<file path="src/include/ccrc_consts.svh">
`ifndef CCRC_CONSTS_SVH
`define CCRC_CONSTS_SVH

// ==========================================================
// register indices; byte address is four times the index
`define CCRC_IDX_PLL      10'h010
`define CCRC_IDX_DIV      10'h1E0
`define CCRC_IDX_ROUTE    10'h1E1
`define CCRC_IDX_UPD      10'h232
`define CCRC_IDX_STAT     10'h233
`define CCRC_ADDR_PLL     {`CCRC_IDX_PLL, 2'h0}
`define CCRC_ADDR_DIV     {`CCRC_IDX_DIV, 2'h0}
`define CCRC_ADDR_ROUTE   {`CCRC_IDX_ROUTE, 2'h0}
`define CCRC_ADDR_UPD     {`CCRC_IDX_UPD, 2'h0}
`define CCRC_ADDR_STAT    {`CCRC_IDX_STAT, 2'h0}

// ==========================================================
// field positions
`define CCRC_PWR_MSB      1
`define CCRC_PWR_LSB      0
`define CCRC_POL_BIT      7
`define CCRC_DIV_MSB      2
`define CCRC_BYP_BIT      0
`define CCRC_INT_BIT      1

// ==========================================================
// reset values and codes
`define CCRC_RST_PLL      8'h01
`define CCRC_RST_DIV      3'h2
`define CCRC_RST_ROUTE    2'h0
`define CCRC_UPD_KEY      8'h01
`define CCRC_DIV_MAX_CODE 3'h4
`define CCRC_DIV_BASE     3'h2

`endif

</file>
<file path="src/include/ccrc_pkg.sv">
package ccrc_pkg;

    // ======================================================
    // types
    typedef enum logic [1:0] {
        CCRC_PWR_ON       = 2'h0,
        CCRC_PWR_ASYNC_PD = 2'h1,
        CCRC_PWR_RSV2     = 2'h2,
        CCRC_PWR_RSV3     = 2'h3
    } ccrc_pll_pwr_type;

    typedef enum logic [2:0] {
        CCRC_SEL_NONE  = 3'h0,
        CCRC_SEL_PLL   = 3'h1,
        CCRC_SEL_DIV   = 3'h2,
        CCRC_SEL_ROUTE = 3'h3,
        CCRC_SEL_UPD   = 3'h4,
        CCRC_SEL_STAT  = 3'h5
    } ccrc_reg_sel_type;

    typedef enum logic [1:0] {
        CCRC_ST_IDLE  = 2'h0,
        CCRC_ST_READY = 2'h1
    } ccrc_apb_state_type;

endpackage

</file>
<file path="src/include/ccrc_cfg_if.sv">
`timescale 1ns/100ps
interface ccrc_cfg_if;
    import ccrc_pkg::*;
    logic             wr_pll;
    logic             wr_div;
    logic             wr_route;
    logic             commit;
    logic [7:0]       wdata;
    logic [7:0]       stg_pll;
    logic [2:0]       stg_div;
    logic [1:0]       stg_route;
    ccrc_pll_pwr_type act_pwr;
    logic             act_pol;
    logic [2:0]       act_div;
    logic             act_bypass;
    logic             act_int;

    modport stage (input wr_pll, wr_div, wr_route, commit, wdata,
                   output stg_pll, stg_div, stg_route, act_pwr,
                   act_pol, act_div, act_bypass, act_int);
    modport ctrl (output wr_pll, wr_div, wr_route, commit, wdata,
                  input stg_pll, stg_div, stg_route, act_pwr,
                  act_pol, act_div, act_bypass, act_int);
    modport div (input act_div, act_bypass, act_int);
endinterface

</file>
<file path="src/hdl/ccrc_top.sv">
// Chosen here: the APB interface to the registers.
`timescale 1ns/100ps

// Notes on behaviour
// - out of reset the loop is off and the input goes through the divider.
// - divider ratios 2 to 6 are chosen by a three-bit code.
// - the ratio code resets to divide-by-four.
// - in divider mode at least divide-by-two is applied.
// - writes wait in staging until 0x01 lands in the update register.
// - power code 01 means asynchronous power-down, and is the reset value.
// - power code 00 runs the loop normally.
// - route bit 0 clear feeds distribution from the divider.
// - route bit 1 clear picks the external clock input.
// - polarity bit clear is positive, set is negative.
// - loop on with external input keeps internal oscillator off.
// - power, ratio and routing return to defaults after reset.
// - route bit 0 set bypasses the divider.
// - route bit 1 set picks the internal oscillator.
module ccrc_top (
    input  wire logic                 pclk,
    input  wire logic                 presetn,
    input  wire logic                 psel,
    input  wire logic                 penable,
    input  wire logic                 pwrite,
    input  wire logic [11:0]          paddr,
    input  wire logic [31:0]          pwdata,
    output logic      [31:0]          prdata,
    output logic                      pready,
    output logic                      pslverr,
    input  wire logic                 ext_clk_in,
    input  wire logic                 int_osc_in,
    output ccrc_pkg::ccrc_pll_pwr_type pll_power_mode,
    output logic                      pll_power_down,
    output logic                      pll_enable,
    output logic                      pfd_polarity_negative,
    output logic                      int_osc_select,
    output logic                      int_osc_power_on,
    output logic                      ext_to_prescaler,
    output logic                      vco_div_bypass,
    output logic      [2:0]           vco_div_ratio,
    output logic                      dist_clk
);
    import ccrc_pkg::*;
`include "ccrc_consts.svh"

    // ======================================================
    // declarations
    ccrc_cfg_if cfg ();

    ccrc_apb_state_type state_reg;
    ccrc_reg_sel_type   sel;
    logic [31:0]        prdata_reg;
    logic               pslverr_reg;
    logic               setup;
    logic               access;
    logic               wr_ok;
    logic               bad_ratio;
    ccrc_pll_pwr_type   pwr_reg;
    logic               pll_pd_reg;
    logic               pll_en_reg;
    logic               pol_reg;
    logic               int_sel_reg;
    logic               int_pwr_reg;
    logic               ext_pre_reg;
    logic               byp_reg;
    logic [2:0]         ratio_reg;
    logic               pready_reg;

    // ======================================================
    // decode helpers
    function automatic ccrc_reg_sel_type dec_sel(
        input logic [11:0] a
    );
        if (a == `CCRC_ADDR_PLL) begin
            dec_sel = CCRC_SEL_PLL;
        end else if (a == `CCRC_ADDR_DIV) begin
            dec_sel = CCRC_SEL_DIV;
        end else if (a == `CCRC_ADDR_ROUTE) begin
            dec_sel = CCRC_SEL_ROUTE;
        end else if (a == `CCRC_ADDR_UPD) begin
            dec_sel = CCRC_SEL_UPD;
        end else if (a == `CCRC_ADDR_STAT) begin
            dec_sel = CCRC_SEL_STAT;
        end else begin
            dec_sel = CCRC_SEL_NONE;
        end
    endfunction

    function automatic logic [7:0] rd_val(
        input ccrc_reg_sel_type s
    );
        rd_val = 8'h00;
        unique case (s)
            CCRC_SEL_PLL: begin
                rd_val = cfg.stg_pll;
            end
            CCRC_SEL_DIV: begin
                rd_val = {5'h00, cfg.stg_div};
            end
            CCRC_SEL_ROUTE: begin
                rd_val = {6'h00, cfg.stg_route};
            end
            CCRC_SEL_STAT: begin
                rd_val = {cfg.act_pol, cfg.act_int, cfg.act_bypass,
                          cfg.act_div, cfg.act_pwr};
            end
            CCRC_SEL_UPD, CCRC_SEL_NONE: begin
                rd_val = 8'h00;
            end
            default: begin
                rd_val = 8'h00;
            end
        endcase
    endfunction

    // ======================================================
    // apb slave: one setup cycle, answer on first access cycle
    assign sel       = dec_sel(paddr);
    assign setup     = psel & ~penable;
    assign access    = psel & penable & (state_reg == CCRC_ST_READY);
    assign bad_ratio = (sel == CCRC_SEL_DIV) & pwrite &
                       (pwdata[`CCRC_DIV_MSB:0] > `CCRC_DIV_MAX_CODE);
    assign wr_ok     = access & pwrite & ~pslverr_reg;

    always_ff @(posedge pclk or negedge presetn) begin
        if (!presetn) begin
            state_reg <= CCRC_ST_IDLE;
        end else begin
            unique case (state_reg)
                CCRC_ST_IDLE: begin
                    if (setup) begin
                        state_reg <= CCRC_ST_READY;
                    end
                end
                CCRC_ST_READY: begin
                    state_reg <= CCRC_ST_IDLE;
                end
                default: begin
                    state_reg <= CCRC_ST_IDLE;
                end
            endcase
        end
    end

    // read data and error are settled before the access phase
    always_ff @(posedge pclk or negedge presetn) begin
        if (!presetn) begin
            prdata_reg  <= 32'h0000_0000;
            pslverr_reg <= 1'b0;
        end else if (setup) begin
            prdata_reg  <= {24'h00_0000, rd_val(sel)};
            pslverr_reg <= (sel == CCRC_SEL_NONE) | bad_ratio;
        end
    end

    // own flop so the pin carries no state decode
    always_ff @(posedge pclk or negedge presetn) begin
        if (!presetn) begin
            pready_reg <= 1'b0;
        end else begin
            pready_reg <= (state_reg == CCRC_ST_IDLE) & setup;
        end
    end

    assign prdata  = prdata_reg;
    assign pready  = pready_reg;
    assign pslverr = pslverr_reg;

    // ======================================================
    // write strobes into the staging registers
    assign cfg.wdata    = pwdata[7:0];
    assign cfg.wr_pll   = wr_ok & (sel == CCRC_SEL_PLL);
    assign cfg.wr_div   = wr_ok & (sel == CCRC_SEL_DIV);
    assign cfg.wr_route = wr_ok & (sel == CCRC_SEL_ROUTE);
    // only the exact key commits; stray values are dropped
    assign cfg.commit   = wr_ok & (sel == CCRC_SEL_UPD) &
                          (pwdata[7:0] == `CCRC_UPD_KEY);

    ccrc_stage u_stage (
        .pclk    (pclk),
        .presetn (presetn),
        .cfg     (cfg.stage)
    );

    ccrc_divider u_divider (
        .pclk       (pclk),
        .presetn    (presetn),
        .ext_clk_in (ext_clk_in),
        .int_osc_in (int_osc_in),
        .cfg        (cfg.div),
        .dist_clk   (dist_clk)
    );

    // ======================================================
    // control pins, registered from the active set
    always_ff @(posedge pclk or negedge presetn) begin
        if (!presetn) begin
            pwr_reg    <= CCRC_PWR_ASYNC_PD;
            pll_pd_reg <= 1'b1;
            pll_en_reg <= 1'b0;
        end else begin
            pwr_reg    <= cfg.act_pwr;
            // reserved codes also keep the loop down
            pll_pd_reg <= (cfg.act_pwr != CCRC_PWR_ON);
            pll_en_reg <= (cfg.act_pwr == CCRC_PWR_ON);
        end
    end

    always_ff @(posedge pclk or negedge presetn) begin
        if (!presetn) begin
            int_sel_reg <= 1'b0;
            int_pwr_reg <= 1'b0;
            ext_pre_reg <= 1'b0;
            byp_reg     <= 1'b0;
        end else begin
            int_sel_reg <= cfg.act_int;
            int_pwr_reg <= cfg.act_int;
            ext_pre_reg <= (cfg.act_pwr == CCRC_PWR_ON) &
                           ~cfg.act_int;
            byp_reg     <= cfg.act_bypass;
        end
    end

    always_ff @(posedge pclk or negedge presetn) begin
        if (!presetn) begin
            pol_reg   <= 1'b0;
            ratio_reg <= 3'(`CCRC_RST_DIV + `CCRC_DIV_BASE);
        end else begin
            pol_reg   <= cfg.act_pol;
            ratio_reg <= 3'(cfg.act_div + `CCRC_DIV_BASE);
        end
    end

    assign pll_power_mode        = pwr_reg;
    assign pll_power_down        = pll_pd_reg;
    assign pll_enable            = pll_en_reg;
    assign pfd_polarity_negative = pol_reg;
    assign int_osc_select        = int_sel_reg;
    assign int_osc_power_on      = int_pwr_reg;
    assign ext_to_prescaler      = ext_pre_reg;
    assign vco_div_bypass        = byp_reg;
    assign vco_div_ratio         = ratio_reg;
endmodule // ccrc_top

</file>
<file path="src/hdl/ccrc_stage.sv">
`timescale 1ns/100ps
module ccrc_stage (
    input wire logic pclk,
    input wire logic presetn,
    ccrc_cfg_if.stage cfg
);
    import ccrc_pkg::*;
`include "ccrc_consts.svh"

    // ======================================================
    // staging copies, written by software
    always_ff @(posedge pclk or negedge presetn) begin
        if (!presetn) begin
            cfg.stg_pll   <= `CCRC_RST_PLL;
            cfg.stg_div   <= `CCRC_RST_DIV;
            cfg.stg_route <= `CCRC_RST_ROUTE;
        end else begin
            if (cfg.wr_pll) begin
                cfg.stg_pll <= cfg.wdata;
            end
            if (cfg.wr_div) begin
                cfg.stg_div <= cfg.wdata[`CCRC_DIV_MSB:0];
            end
            if (cfg.wr_route) begin
                cfg.stg_route <= cfg.wdata[`CCRC_INT_BIT:0];
            end
        end
    end

    // ======================================================
    // active set; all fields move together on commit
    always_ff @(posedge pclk or negedge presetn) begin
        if (!presetn) begin
            cfg.act_pwr    <= ccrc_pll_pwr_type'(2'(`CCRC_RST_PLL));
            cfg.act_pol    <= 1'b0;
            cfg.act_div    <= `CCRC_RST_DIV;
            cfg.act_bypass <= 1'b0;
            cfg.act_int    <= 1'b0;
        end else if (cfg.commit) begin
            cfg.act_pwr    <= ccrc_pll_pwr_type'(
                cfg.stg_pll[`CCRC_PWR_MSB:`CCRC_PWR_LSB]);
            cfg.act_pol    <= cfg.stg_pll[`CCRC_POL_BIT];
            cfg.act_div    <= cfg.stg_div;
            cfg.act_bypass <= cfg.stg_route[`CCRC_BYP_BIT];
            cfg.act_int    <= cfg.stg_route[`CCRC_INT_BIT];
        end
    end
endmodule // ccrc_stage

</file>
<file path="src/hdl/ccrc_divider.sv">
`timescale 1ns/100ps
module ccrc_divider (
    input  wire logic pclk,
    input  wire logic presetn,
    input  wire logic ext_clk_in,
    input  wire logic int_osc_in,
    ccrc_cfg_if.div   cfg,
    output logic      dist_clk
);
    import ccrc_pkg::*;
`include "ccrc_consts.svh"

    logic       src;
    logic       src_prev_reg;
    logic       rise;
    logic [2:0] ratio;
    logic [2:0] cnt_reg;
    logic       div_reg;
    logic       dist_reg;

    assign src   = cfg.act_int ? int_osc_in : ext_clk_in;
    assign rise  = src & ~src_prev_reg;
    assign ratio = 3'(cfg.act_div + `CCRC_DIV_BASE);

    // ======================================================
    // source edge counter; >= wrap copes with a ratio shrunk mid-count
    always_ff @(posedge pclk or negedge presetn) begin
        if (!presetn) begin
            src_prev_reg <= 1'b0;
            cnt_reg      <= 3'h0;
            div_reg      <= 1'b0;
        end else begin
            src_prev_reg <= src;
            if (rise) begin
                if (cnt_reg >= 3'(ratio - 3'h1)) begin
                    cnt_reg <= 3'h0;
                    div_reg <= 1'b1;
                end else begin
                    cnt_reg <= 3'(cnt_reg + 3'h1);
                    div_reg <= (3'(cnt_reg + 3'h1) < (ratio >> 1));
                end
            end
        end
    end

    always_ff @(posedge pclk or negedge presetn) begin
        if (!presetn) begin
            dist_reg <= 1'b0;
        end else begin
            dist_reg <= cfg.act_bypass ? src : div_reg;
        end
    end

    assign dist_clk = dist_reg;
endmodule // ccrc_divider

</file>
<file path="config.mk">
export PLATFORM = sky130hd
export DESIGN_NAME = ccrc_top
export DESIGN_NICKNAME = d
export VERILOG_FILES = /design/src/include/ccrc_pkg.sv /design/src/include/ccrc_cfg_if.sv /design/src/hdl/ccrc_top.sv /design/src/hdl/ccrc_stage.sv /design/src/hdl/ccrc_divider.sv
export VERILOG_INCLUDE_DIRS = /design/src /design/src/include
export SDC_FILE = /design/constraint.sdc
export NUM_CORES = 1
export LEC_CHECK = 0
export ABC_AREA = 1
export BUFFER_PORTS_ARGS = -buffer_cell sky130_fd_sc_hd__clkbuf_2
export CORE_ASPECT_RATIO = 0.6
export CORE_MARGIN = 1
export CORE_UTILIZATION = 35
export CTS_CLUSTER_SIZE = 8
export DETAILED_ROUTE_END_ITERATION = 8
export GPL_TIMING_DRIVEN = 0
export PLACE_DENSITY = 0.67
export SYNTH_ARGS = -nofsm -noshare
export SYNTH_HDL_FRONTEND = slang
export SYNTH_HIERARCHICAL = 1
export SYNTH_SLANG_ARGS = --single-unit
export TNS_END_PERCENT = 1
</file>
<file path="constraint.sdc">
create_clock -name pclk -period 2 [get_ports pclk]
set_input_delay 0.5 -clock pclk [delete_from_list [all_inputs] [get_ports pclk]]
set_output_delay 0.5 -clock pclk [all_outputs]
set_load 0.005 [all_outputs]
</file>
==> Word level (Yosys, flattened, before mapping) <==
Cells that the tools add are included.
{ "totals": {"register_bits": 50, "inputBits": 51, "out_inout_bits": 47, "wordCells": 79} }
{ "op_classes": {"add_sub_neg": 3, "order_cmp": 3, "n_eq_ne": 13, "n_mux": 12, "n_bitwise": 20, "n_reduce_logical": 4} }
{ "op_table": {"columns": ["operator", "n"], "rows": [
  ["one-hot mux 8 bit (4 select lines)", 1],
  ["equality test 12 x 11 -> 1 bit (second input constant)", 2],
  ["equality test 12 bit (second input constant)", 2],
  ["2-to-1 mux 3 bit", 6],
  ["AND 1 bit", 15],
  ["equality test 12 x 7 -> 1 bit (second input constant)", 1],
  ["equality test 8 x 1 -> 1 bit (second input constant)", 1],
  ["equality test 3 x 2 -> 1 bit (second input constant)", 2],
  ["equality test 3 bit (second input constant)", 2],
  ["logical NOT 2 bit", 2],
  ["2-to-1 mux 2 bit", 2],
  ["inverter 1 bit", 4],
  ["adder 3 x 1 -> 3 bit (second input constant)", 1],
  ["adder 3 x 2 -> 3 bit (second input constant)", 1],
  ["equality test 3 x 1 -> 1 bit (second input constant)", 1],
  [">= comparator 3 bit", 1],
  ["> comparator 3 bit (second input constant)", 1],
  ["logical NOT 3 bit", 1],
  ["< comparator 3 x 2 -> 1 bit", 1],
  ["2-to-1 mux 1 bit", 3],
  ["subtractor 3 x 1 -> 3 bit (second input constant)", 1],
  ["equality test 2 x 1 -> 1 bit (second input constant)", 1],
  ["inequality test 2 bit (second input constant)", 1],
  ["nonzero test 2 bit", 1],
  ["bitwise OR 1 bit", 1]
]} }

==> Longest topological paths before layout <==
Gate-level depths: netlist (run 1).
{ "depth": {"word_depth": 10, "ltp_mapped": 10, "depth_no_buf": 9} }

==> Cells and area by module <==
Netlist (run 1), hierarchy kept.
{ "modules_own_cells": {"columns": ["module", "instances", "cells_per_inst", "area_each_um2", "seq_area_each_um2"], "rows": [
  ["ccrc_top", 1, 196, 1431.4, 554.3],
  ["ccrc_stage", 1, 90, 804.5, 530.5],
  ["ccrc_divider", 1, 54, 421.7, 150.1]
]} }

==> Worst setup path before layout (run 1) <==
OpenSTA, ideal clock, no wires.
{ "synth_timing": {"kind": "flip-flop to flip-flop", "from": "register u_stage/cfg.act_div[1] in the netlist's numbering", "to": "register u_divider.div_reg", "setup_time_ns": 0.118, "t_arrival_ns": 1.590, "t_required_ns": 1.882, "setup_slack_ns": 0.293, "path_stages_with_launch": 8, "path_buffers": 0, "period_less_slack_ns": 1.707, "path_cell_list": "dfstp_2 xnor2_1 xor2_1 ha_1 a21oi_1 nand3_1 nand3_1 nand2_1"} }
{ "synth_between": {"elab_chain_cells": 4, "word_cells_on_any_way": 5, "cone_classes": "add/sub (2); order compare (2); mux (1)"} }
{ "synth_rtl": {"columns": ["element", "line", "source"], "rows": [
  ["from (decl)", "ccrc_cfg_if.sv:20", "act_pol, act_div, act_bypass, act_int);"],
  ["from (signal assigned)", "ccrc_stage.sv:36", "cfg.act_div <= `CCRC_RST_DIV;"],
  ["from (signal assigned)", "ccrc_stage.sv:43", "cfg.act_div <= cfg.stg_div;"],
  ["adder 3 x 2 -> 3 bit (no line) *", null, null],
  ["subtractor 3 x 1 -> 3 bit", "ccrc_divider.sv:35", "if (cnt_reg >= 3'(ratio - 3'h1)) begin"],
  [">= comparator 3 bit", "ccrc_divider.sv:35", null],
  ["2-to-1 mux 1 bit *", "ccrc_divider.sv:35", null],
  ["to (signal assigned)", "ccrc_divider.sv:40", "div_reg <= (3'(cnt_reg + 3'h1) < (ratio >> 1));"],
  ["to (decl)", "ccrc_divider.sv:18", "logic div_reg;"]
]} }
Every way passes the cells marked *; elsewhere a longest branch is shown, timed or not.
A chain may end at the register's enable or synchronous reset.

==> Worst setup path in the final report (run 1) <==
{ "layout_timing": {"from": "register u_stage/cfg.act_div[1] in the netlist's numbering", "to": "register u_divider.cnt_reg[1]"} }
{ "layout_between": {"elab_chain_cells": 4} }
{ "layout_rtl": {"columns": ["element", "line", "source"], "rows": [
  ["adder 3 x 2 -> 3 bit (no line)", null, null],
  ["subtractor 3 x 1 -> 3 bit", "ccrc_divider.sv:35", null],
  [">= comparator 3 bit", "ccrc_divider.sv:35", null],
  ["2-to-1 mux 3 bit", "ccrc_divider.sv:35", null],
  ["to (signal assigned)", "ccrc_divider.sv:39", "cnt_reg <= 3'(cnt_reg + 3'h1);"],
  ["to (decl)", "ccrc_divider.sv:17", "logic [2:0] cnt_reg;"]
]} }
Every way passes these cells.

==> results of run 1 <==
routing by layer:
metal | wire length [µm] | part of all wire [%] | up-vias | GRT usage (%)
met5 | 0 | 0 | - | 0
met4 | 48 | 0.83 | 0 | 5.19
met3 | 424 | 7.3 | 5 | 4.11
met2 | 2310 | 40 | 78 | 21.7
met1 | 3010 | 52 | 989 | 24.5
li1 | - | - | 1170 | -
synthesized netlist by cell type (2+ instances only):
cell,number
xor2_1,2
inv_2,4
dfstp_2,7
nor2_4,5
buf_6,2
nand2_1,129
buf_4,25
nor2_2,3
nor4_1,2
o21ai_1,2
nor2_1,26
nand3_1,31
nand4_1,3
nor3_1,3
ha_1,6
inv_1,33
a21oi_1,2
nand2_2,3
dfrtp_1,42
cell families after synthesis:
kind of cell | after synthesis | synth area share, %
compound gates | 7 | 1.55
flops | 49 | 46.5
simple gates | 209 | 34.7
other cells | 1 | 0.141
xor+xnor | 3 | 0.989
buf+inv | 65 | 13.3
fa+ha+maj | 6 | 2.82
final timing paths:
check	from	end	cells past startpoint
setup / recovery	u_stage/cfg.act_div[1]$_DFFE_PN1P_	u_divider/cnt_reg[1]$_DFFE_PN0P_	8
hold / removal	u_stage/cfg.act_pwr[0]$_DFFE_PN1P_	pll_power_mode[0]$_DFF_PN1_	0
setup reg to reg	u_stage/cfg.act_div[1]$_DFFE_PN1P_	u_divider/cnt_reg[1]$_DFFE_PN0P_	8
hold reg to reg	u_stage/cfg.act_pwr[0]$_DFFE_PN1P_	pll_power_mode[0]$_DFF_PN1_	0
max in group asynchronous	presetn	prdata[4]$_DFFE_PN0P_	1
min in group asynchronous	presetn	u_divider/dist_clk$_DFF_PN0_	1
layout make-up:
cell class              instances  area, µm²  share of cell area, %
clock inverters                 3       68.8                   2.06
repair buffers                 53        275                   8.22
well taps                     104        130                   3.89
multi-input cells             249       1160                   34.6
plain buffers                  28        215                   6.43
clock buffers                   5        125                   3.74
flip-flops and latches         49       1230                   36.9
inverters                      37        139                   4.15
timing repair:
item                       4_1_cts  5_1_grt
setup endpoints to repair        0        4
buffers inserted                 0        4
hold buffers                     0        0
resized for setup                0        1
metrics by stage:
step | cell area [µm²] | setup WS [ns]
2_1_floorplan | 2740 | 0.293
3_3_place_gp | 3120 | 0.125
3_5_place_dp | 3120 | 0.0816
4_1_cts | 3310 | 0.0981
5_1_grt | 3350 | 0.0416
6_report | 3350 | 0.179
power by group through the flow:
stage	clock network [mW]	registers (mW)	logic [mW]
final	1.09	1.07	0.441
after global routing	1.15	1.08	0.515
after CTS	1.12	1.07	0.425
after detailed placement	0	1.09	0.421
after global placement	0	1.09	0.412
after floorplan	0	1.08	0.298
==> metrics.csv, run 1 <==
metric,value,unit
status,"complete, no violations",
Cell variety after synth,29,
"Period Utilization, post-route",91.1,%
MaxCap Viol Count,0,
Sw Ratio,25.6,%
Syn Area/Cell,7.82,µm²
sequential share of power,41.2,%
clk sinks,49,
final non-filler cell total,528,
FILL cells,724,
site row count,24,
# H-tree levels,2,
"FF+latch count, synth",49,
Placeable Area,0.00730,mm²
share of the synthesized area in the top cell type,39.5,%
TritonRoute pass-1 iters,5,
Residual DRC,0,
first-pass GRT wire length,9740,µm
CP endpoint kind,flop,
setup TNS,0,ns
RSZ-0062 raised after global routing,no,
Post-Syn Area,0.00266,mm²
clock share of power,41.9,%
total die area,0.00796,mm²
root buffer cell,clkbuf_16,
async set or reset register ratio after synthesis,100,%
Logic pwr share,16.9,%
"EDFF count, synth",0,
clk slew on worst S/H paths,0.07,ns
worst-margin pin slew,1.16,ns
PD cells,778,mW/mm²
clk buf depth,2,
Max Fclk,549,MHz
DRT iter0 DRCs,158,
IO Port Bufs,49,
Critical Path Source Type,flop,
"Req. time, crit path",2.23,ns
vias in the first global route,2069,
"Cell Chain, Critical Path",xnor2_1 > xor2_1 > ha_1 > a21oi_2 > nand2_1 > nor2_4 > nand2_1 > nand2_1,
HPWL after DPL,4570,µm
Hold/Removal Path Class,flop to flop,
GPL Wtd Cong,0.850,
CTS tree,built,
Tot Pwr,2.61,mW
Hold WS,0.399,ns
io pins,98,
Worst R2R Setup Slack,0.18,ns
"top cells by area, synth","dfrtp_1 (40%), nand2_1 (18%), buf_4 (7.1%)",
"Primary FF master, synth",dfrtp_1,
total grt overflow,0,
Num CTS Buffers,5,
final wirelength,5790,µm
Max VDD drop,0.000310,V
critical path class,flop to flop,
Worst Skew,0.00550,ns
Slew Limit Fails,0,
Die Width,114,µm
number of routed nets with antenna violations,0,
Synth-to-Final Area Change,25.9,%
final setup fails,0,
slowest cell on the critical path,dfstp_2,
synthesized instance count,340,
Static Leakage,1.88,nW
worst-path fanout max,7,
"slowest stage delay, CP",0.60,ns
Chip Height,69.5,µm
Final min period,1.82,ns
Worst-Skew Late Latency,0.29,ns
Power Internal,1.94,mW
"commonest cells after routing, fill and taps aside","nand2_1 (129), clkbuf_2 (49), dfrtp_1 (42)",
switching power total,667,µW
sequential area share after synthesis,46.5,%
"Arr. time, crit path",2.05,ns
initial core utilization,36.4,%
Vias/cell,4.25,
"commonest non-fill, non-tap cell in the layout",nand2_1,
Placed Cells,516,
leading area contributor after synthesis,dfrtp_1,
Wirelength per Cell,11.0,µm
final hold violation count,0,
layout cells sized above 1,27.4,%
total global-route track usage,16.0,%
Crit path max-delay family,flip-flops,
largest net degree at the start of global routing,50,
Util after Layout,45.9,%
Final #Nets,480,
Max-Slew Margin vs Limit,22.9,%
total number of vias,2242,
"Top cell by count, worst path",nand2_1,
ant diodes,0,
initial antenna violation count,0,
Crit path buffers/inverters,0,
Yosys warnings,6,
No activity file was read; power rests on OpenSTA's default activity.
==> inputs of run 2 (changes only) <==
Settings changed: PLACE_DENSITY 0.67 to 0.68, SYNTH_HIERARCHICAL 1 to not set.
==> run 2 against run 1 <==
  * Hold slack got worse by 0.0051 ns
  * Cell area decreased by 5.7%
  * Highest routed layer unchanged
  * Global-route usage decreased by 1.5 points
  * The run now ends with DRC left
  * Largest cell class unchanged
  * Worst setup slack got worse by 0.032 ns
  * Area after synthesis decreased by 4.9%
  * Non-clock buffer count decreased by 1
  * Critical path depth increased by 1
  * Critical path type unchanged
  * Routed wire length decreased by 11%
==> metrics.csv, run 2 <==
metric,value,unit,change
status,finished with violations,,
violated checks,DRC,,
Worst Skew,0.00787,ns,+0.00237 ns
final wirelength,5170,µm,-11%
total number of vias,1983,,-12%
post-cts repair resize count,0,,unchanged
Cell variety after synth,32,,+10%
"Arr. time, crit path",2.02,ns,-0.03 ns
layout cells sized above 1,32.4,%,+5.1 points
Post-Syn Area,0.00253,mm²,-4.9%
clk slew on worst S/H paths,0.06,ns,about the same
PD cells,747,mW/mm²,-4.1%
Final #Nets,429,,-11%
vias in the first global route,1764,,-15%
"top cells by count, synth","nand2_1 (75), dfrtp_1 (42), inv_1 (36)",,
Syn Area/Cell,8.69,µm²,+11%
sequential area share after synthesis,48.9,%,+2.4 points
Vias/cell,4.31,,+1.5%
io pins,98,,unchanged
setup TNS,0,ns,unchanged
HPWL after DPL,4080,µm,-11%
"top cells by area, synth","dfrtp_1 (42%), nand2_1 (11%), buf_4 (7.4%)",,
total die area,0.00758,mm²,-4.8%
"Cell Chain, Critical Path",ha_1 > ha_1 > o21ai_0 > nand2_1 > nand2_1 > nand3b_1 > buf_4 > a21oi_1 > nor2_1,,
Final min period,1.85,ns,+0.0316 ns
slowest cell on the critical path,dfstp_2,,
GPL Wtd Cong,0.829,,-2.4%
# H-tree levels,2,,unchanged
Residual DRC,4,,+4
hold_buf cts,0,,unchanged
number of routed nets with antenna violations,0,,unchanged
Worst-Skew Late Latency,0.29,ns,about the same
worst-path fanout max,4,,-3
"Period Utilization, post-route",92.6,%,+1.6 points
Crit path max-delay family,flip-flops,,
Yosys warnings,0,,-6
IO Port Bufs,49,,unchanged
site row count,23,,-4.2%
root buffer cell,clkbuf_16,,
clk sinks,49,,unchanged
post-CTS setup buffer count,0,,unchanged
Max VDD drop,0.000278,V,-10%
CTS tree,built,,
RSZ-0062 raised after global routing,no,,
"Req. time, crit path",2.17,ns,-0.06 ns
"EDFF count, synth",0,,unchanged
TritonRoute pass-1 iters,6,,+1
leading area contributor after synthesis,dfrtp_1,,
async set or reset register ratio after synthesis,100,%,unchanged
total global-route track usage,14.5,%,-1.5 points
ant diodes,0,,unchanged
Synth-to-Final Area Change,24.9,%,
Die Width,112,µm,-2.4%
"FF+latch count, synth",49,,unchanged
Hold/Removal Path Class,flop to flop,,
worst-margin pin slew,1.18,ns,+0.0240 ns
largest net degree at the start of global routing,50,,unchanged
MaxCap Viol Count,0,,unchanged
Util after Layout,46.3,%,+0.40 points
final setup fails,0,,unchanged
Wirelength per Cell,11.2,µm,+2.5%
Max Fclk,540,MHz,-1.7%
most frequent cell after synthesis,nand2_1,,
first-pass GRT wire length,8320,µm,-15%
"Primary FF master, synth",dfrtp_1,,
share of the synthesized area in the top cell type,41.6,%,+2.0 points
FILL cells,667,,-7.9%
Slew Limit Fails,0,,unchanged
Max-Slew Margin vs Limit,21.3,%,-1.6 points
clk buf depth,2,,unchanged
"commonest non-fill, non-tap cell in the layout",nand2_1,,
Chip Height,67.8,µm,-2.4%
Placeable Area,0.00682,mm²,-6.5%
final hold violation count,0,,unchanged
total grt overflow,0,,unchanged
Critical Path Source Type,flop,,
DRT iter0 DRCs,163,,+3.2%
"commonest cells after routing, fill and taps aside","nand2_1 (75), clkbuf_2 (49), dfrtp_1 (42)",,
"slowest stage delay, CP",0.56,ns,-0.04 ns
Num CTS Buffers,5,,unchanged
initial antenna violation count,0,,unchanged
initial core utilization,37.1,%,+0.64 points
CP endpoint kind,flop,,
Static Leakage,1.68,nW,-11%
critical path class,flop to flop,,
Crit path buffers/inverters,1,,+1
synthesized instance count,291,,-14%
-- run 2: cell count changes in the layout (fill, tap and decap cells not counted), sizes merged, moves of 3 or more --
cell,change
a21oi,+3
clkbuf,+3
nand2,-54
nand3,-22
nor2,-12
nor3,-3
o21ai,+30
-- run 2: path summary, 6_finish.rpt --
kind | from | endpoint | slack [ns] | cells after the start
max in group asynchronous | presetn | u_stage.cfg.act_div[0]$_DFFE_PN0P_ | 0.83 | 1
max reg2reg | u_stage.cfg.act_div[1]$_DFFE_PN1P_ | u_divider.div_reg$_DFFE_PN0P_ | 0.15 | 9
min in group asynchronous | presetn | u_divider.dist_clk$_DFF_PN0_ | 0.45 | 1
min | u_stage.cfg.act_pwr[0]$_DFFE_PN1P_ | pll_power_mode[0]$_DFF_PN1_ | 0.39 | 0
max | u_stage.cfg.act_div[1]$_DFFE_PN1P_ | u_divider.div_reg$_DFFE_PN0P_ | 0.15 | 9
min reg2reg | u_stage.cfg.act_pwr[0]$_DFFE_PN1P_ | pll_power_mode[0]$_DFF_PN1_ | 0.39 | 0
-- run 2: cell type report --
| class | count | area (µm²) | area share [%] |
|---|---|---|---|
| Clock buffer | 7 | 143 | 4.52 |
| Timing Repair Buffer | 51 | 260 | 8.25 |
| Multi-Input combinational cell | 196 | 1010 | 32.0 |
| Clock inverter | 1 | 30.0 | 0.952 |
| Inverter | 40 | 150 | 4.76 |
| Tap cell | 87 | 109 | 3.45 |
| Buffer | 29 | 219 | 6.94 |
| Sequential cell | 49 | 1230 | 39.1 |
-- run 2: power by group --
group | internal (mW) | switching, mW | total (mW) | leakage (nW)
Sequential | 1.04 | 0.0336 | 1.07 | 0.628
Clock | 0.625 | 0.347 | 0.972 | 0.0841
Combinational | 0.143 | 0.173 | 0.315 | 0.967
Total | 1.80 | 0.553 | 2.36 | 1.68
-- run 2: through the flow --
stage                     std cells  instance area, µm²  power, mW  setup slack (ns)  hold WS [ns]
after floorplan                 314                2610       1.28             0.247         0.204
after global placement          450                2970       1.38             0.113         0.379
after detailed placement        450                2970       1.40            0.0914         0.389
after CTS                       458                3140       2.37            0.0828         0.395
after global routing            460                3160       2.50            0.0260         0.400
final                           460                3160       2.36             0.147         0.393
-- run 2: cell families (layout without fill, tap and decap cells) --
family | Yosys count | in the layout | synth area share [%]
other | 1 | 24 | 0.148
AO/OA/AOI/OAI | 43 | 43 | 10.3
multiplexers | 1 | 1 | 0.446
XOR/XNOR | 3 | 3 | 1.04
flip-flops | 49 | 49 | 48.9
buffers and inverters | 69 | 128 | 14.6
adder cells (fa/ha/maj) | 6 | 6 | 2.97
AND/OR/NAND/NOR | 119 | 119 | 21.6
-- run 2: routing by layer --
metal  up-vias  track usage (%)  share of wire [%]
met3         5             3.81                7.3
met2        64             20.8                 40
met5         -                0                  0
met1       889             21.5                 52
li1       1025                -                  -
met4         0             4.05               0.79
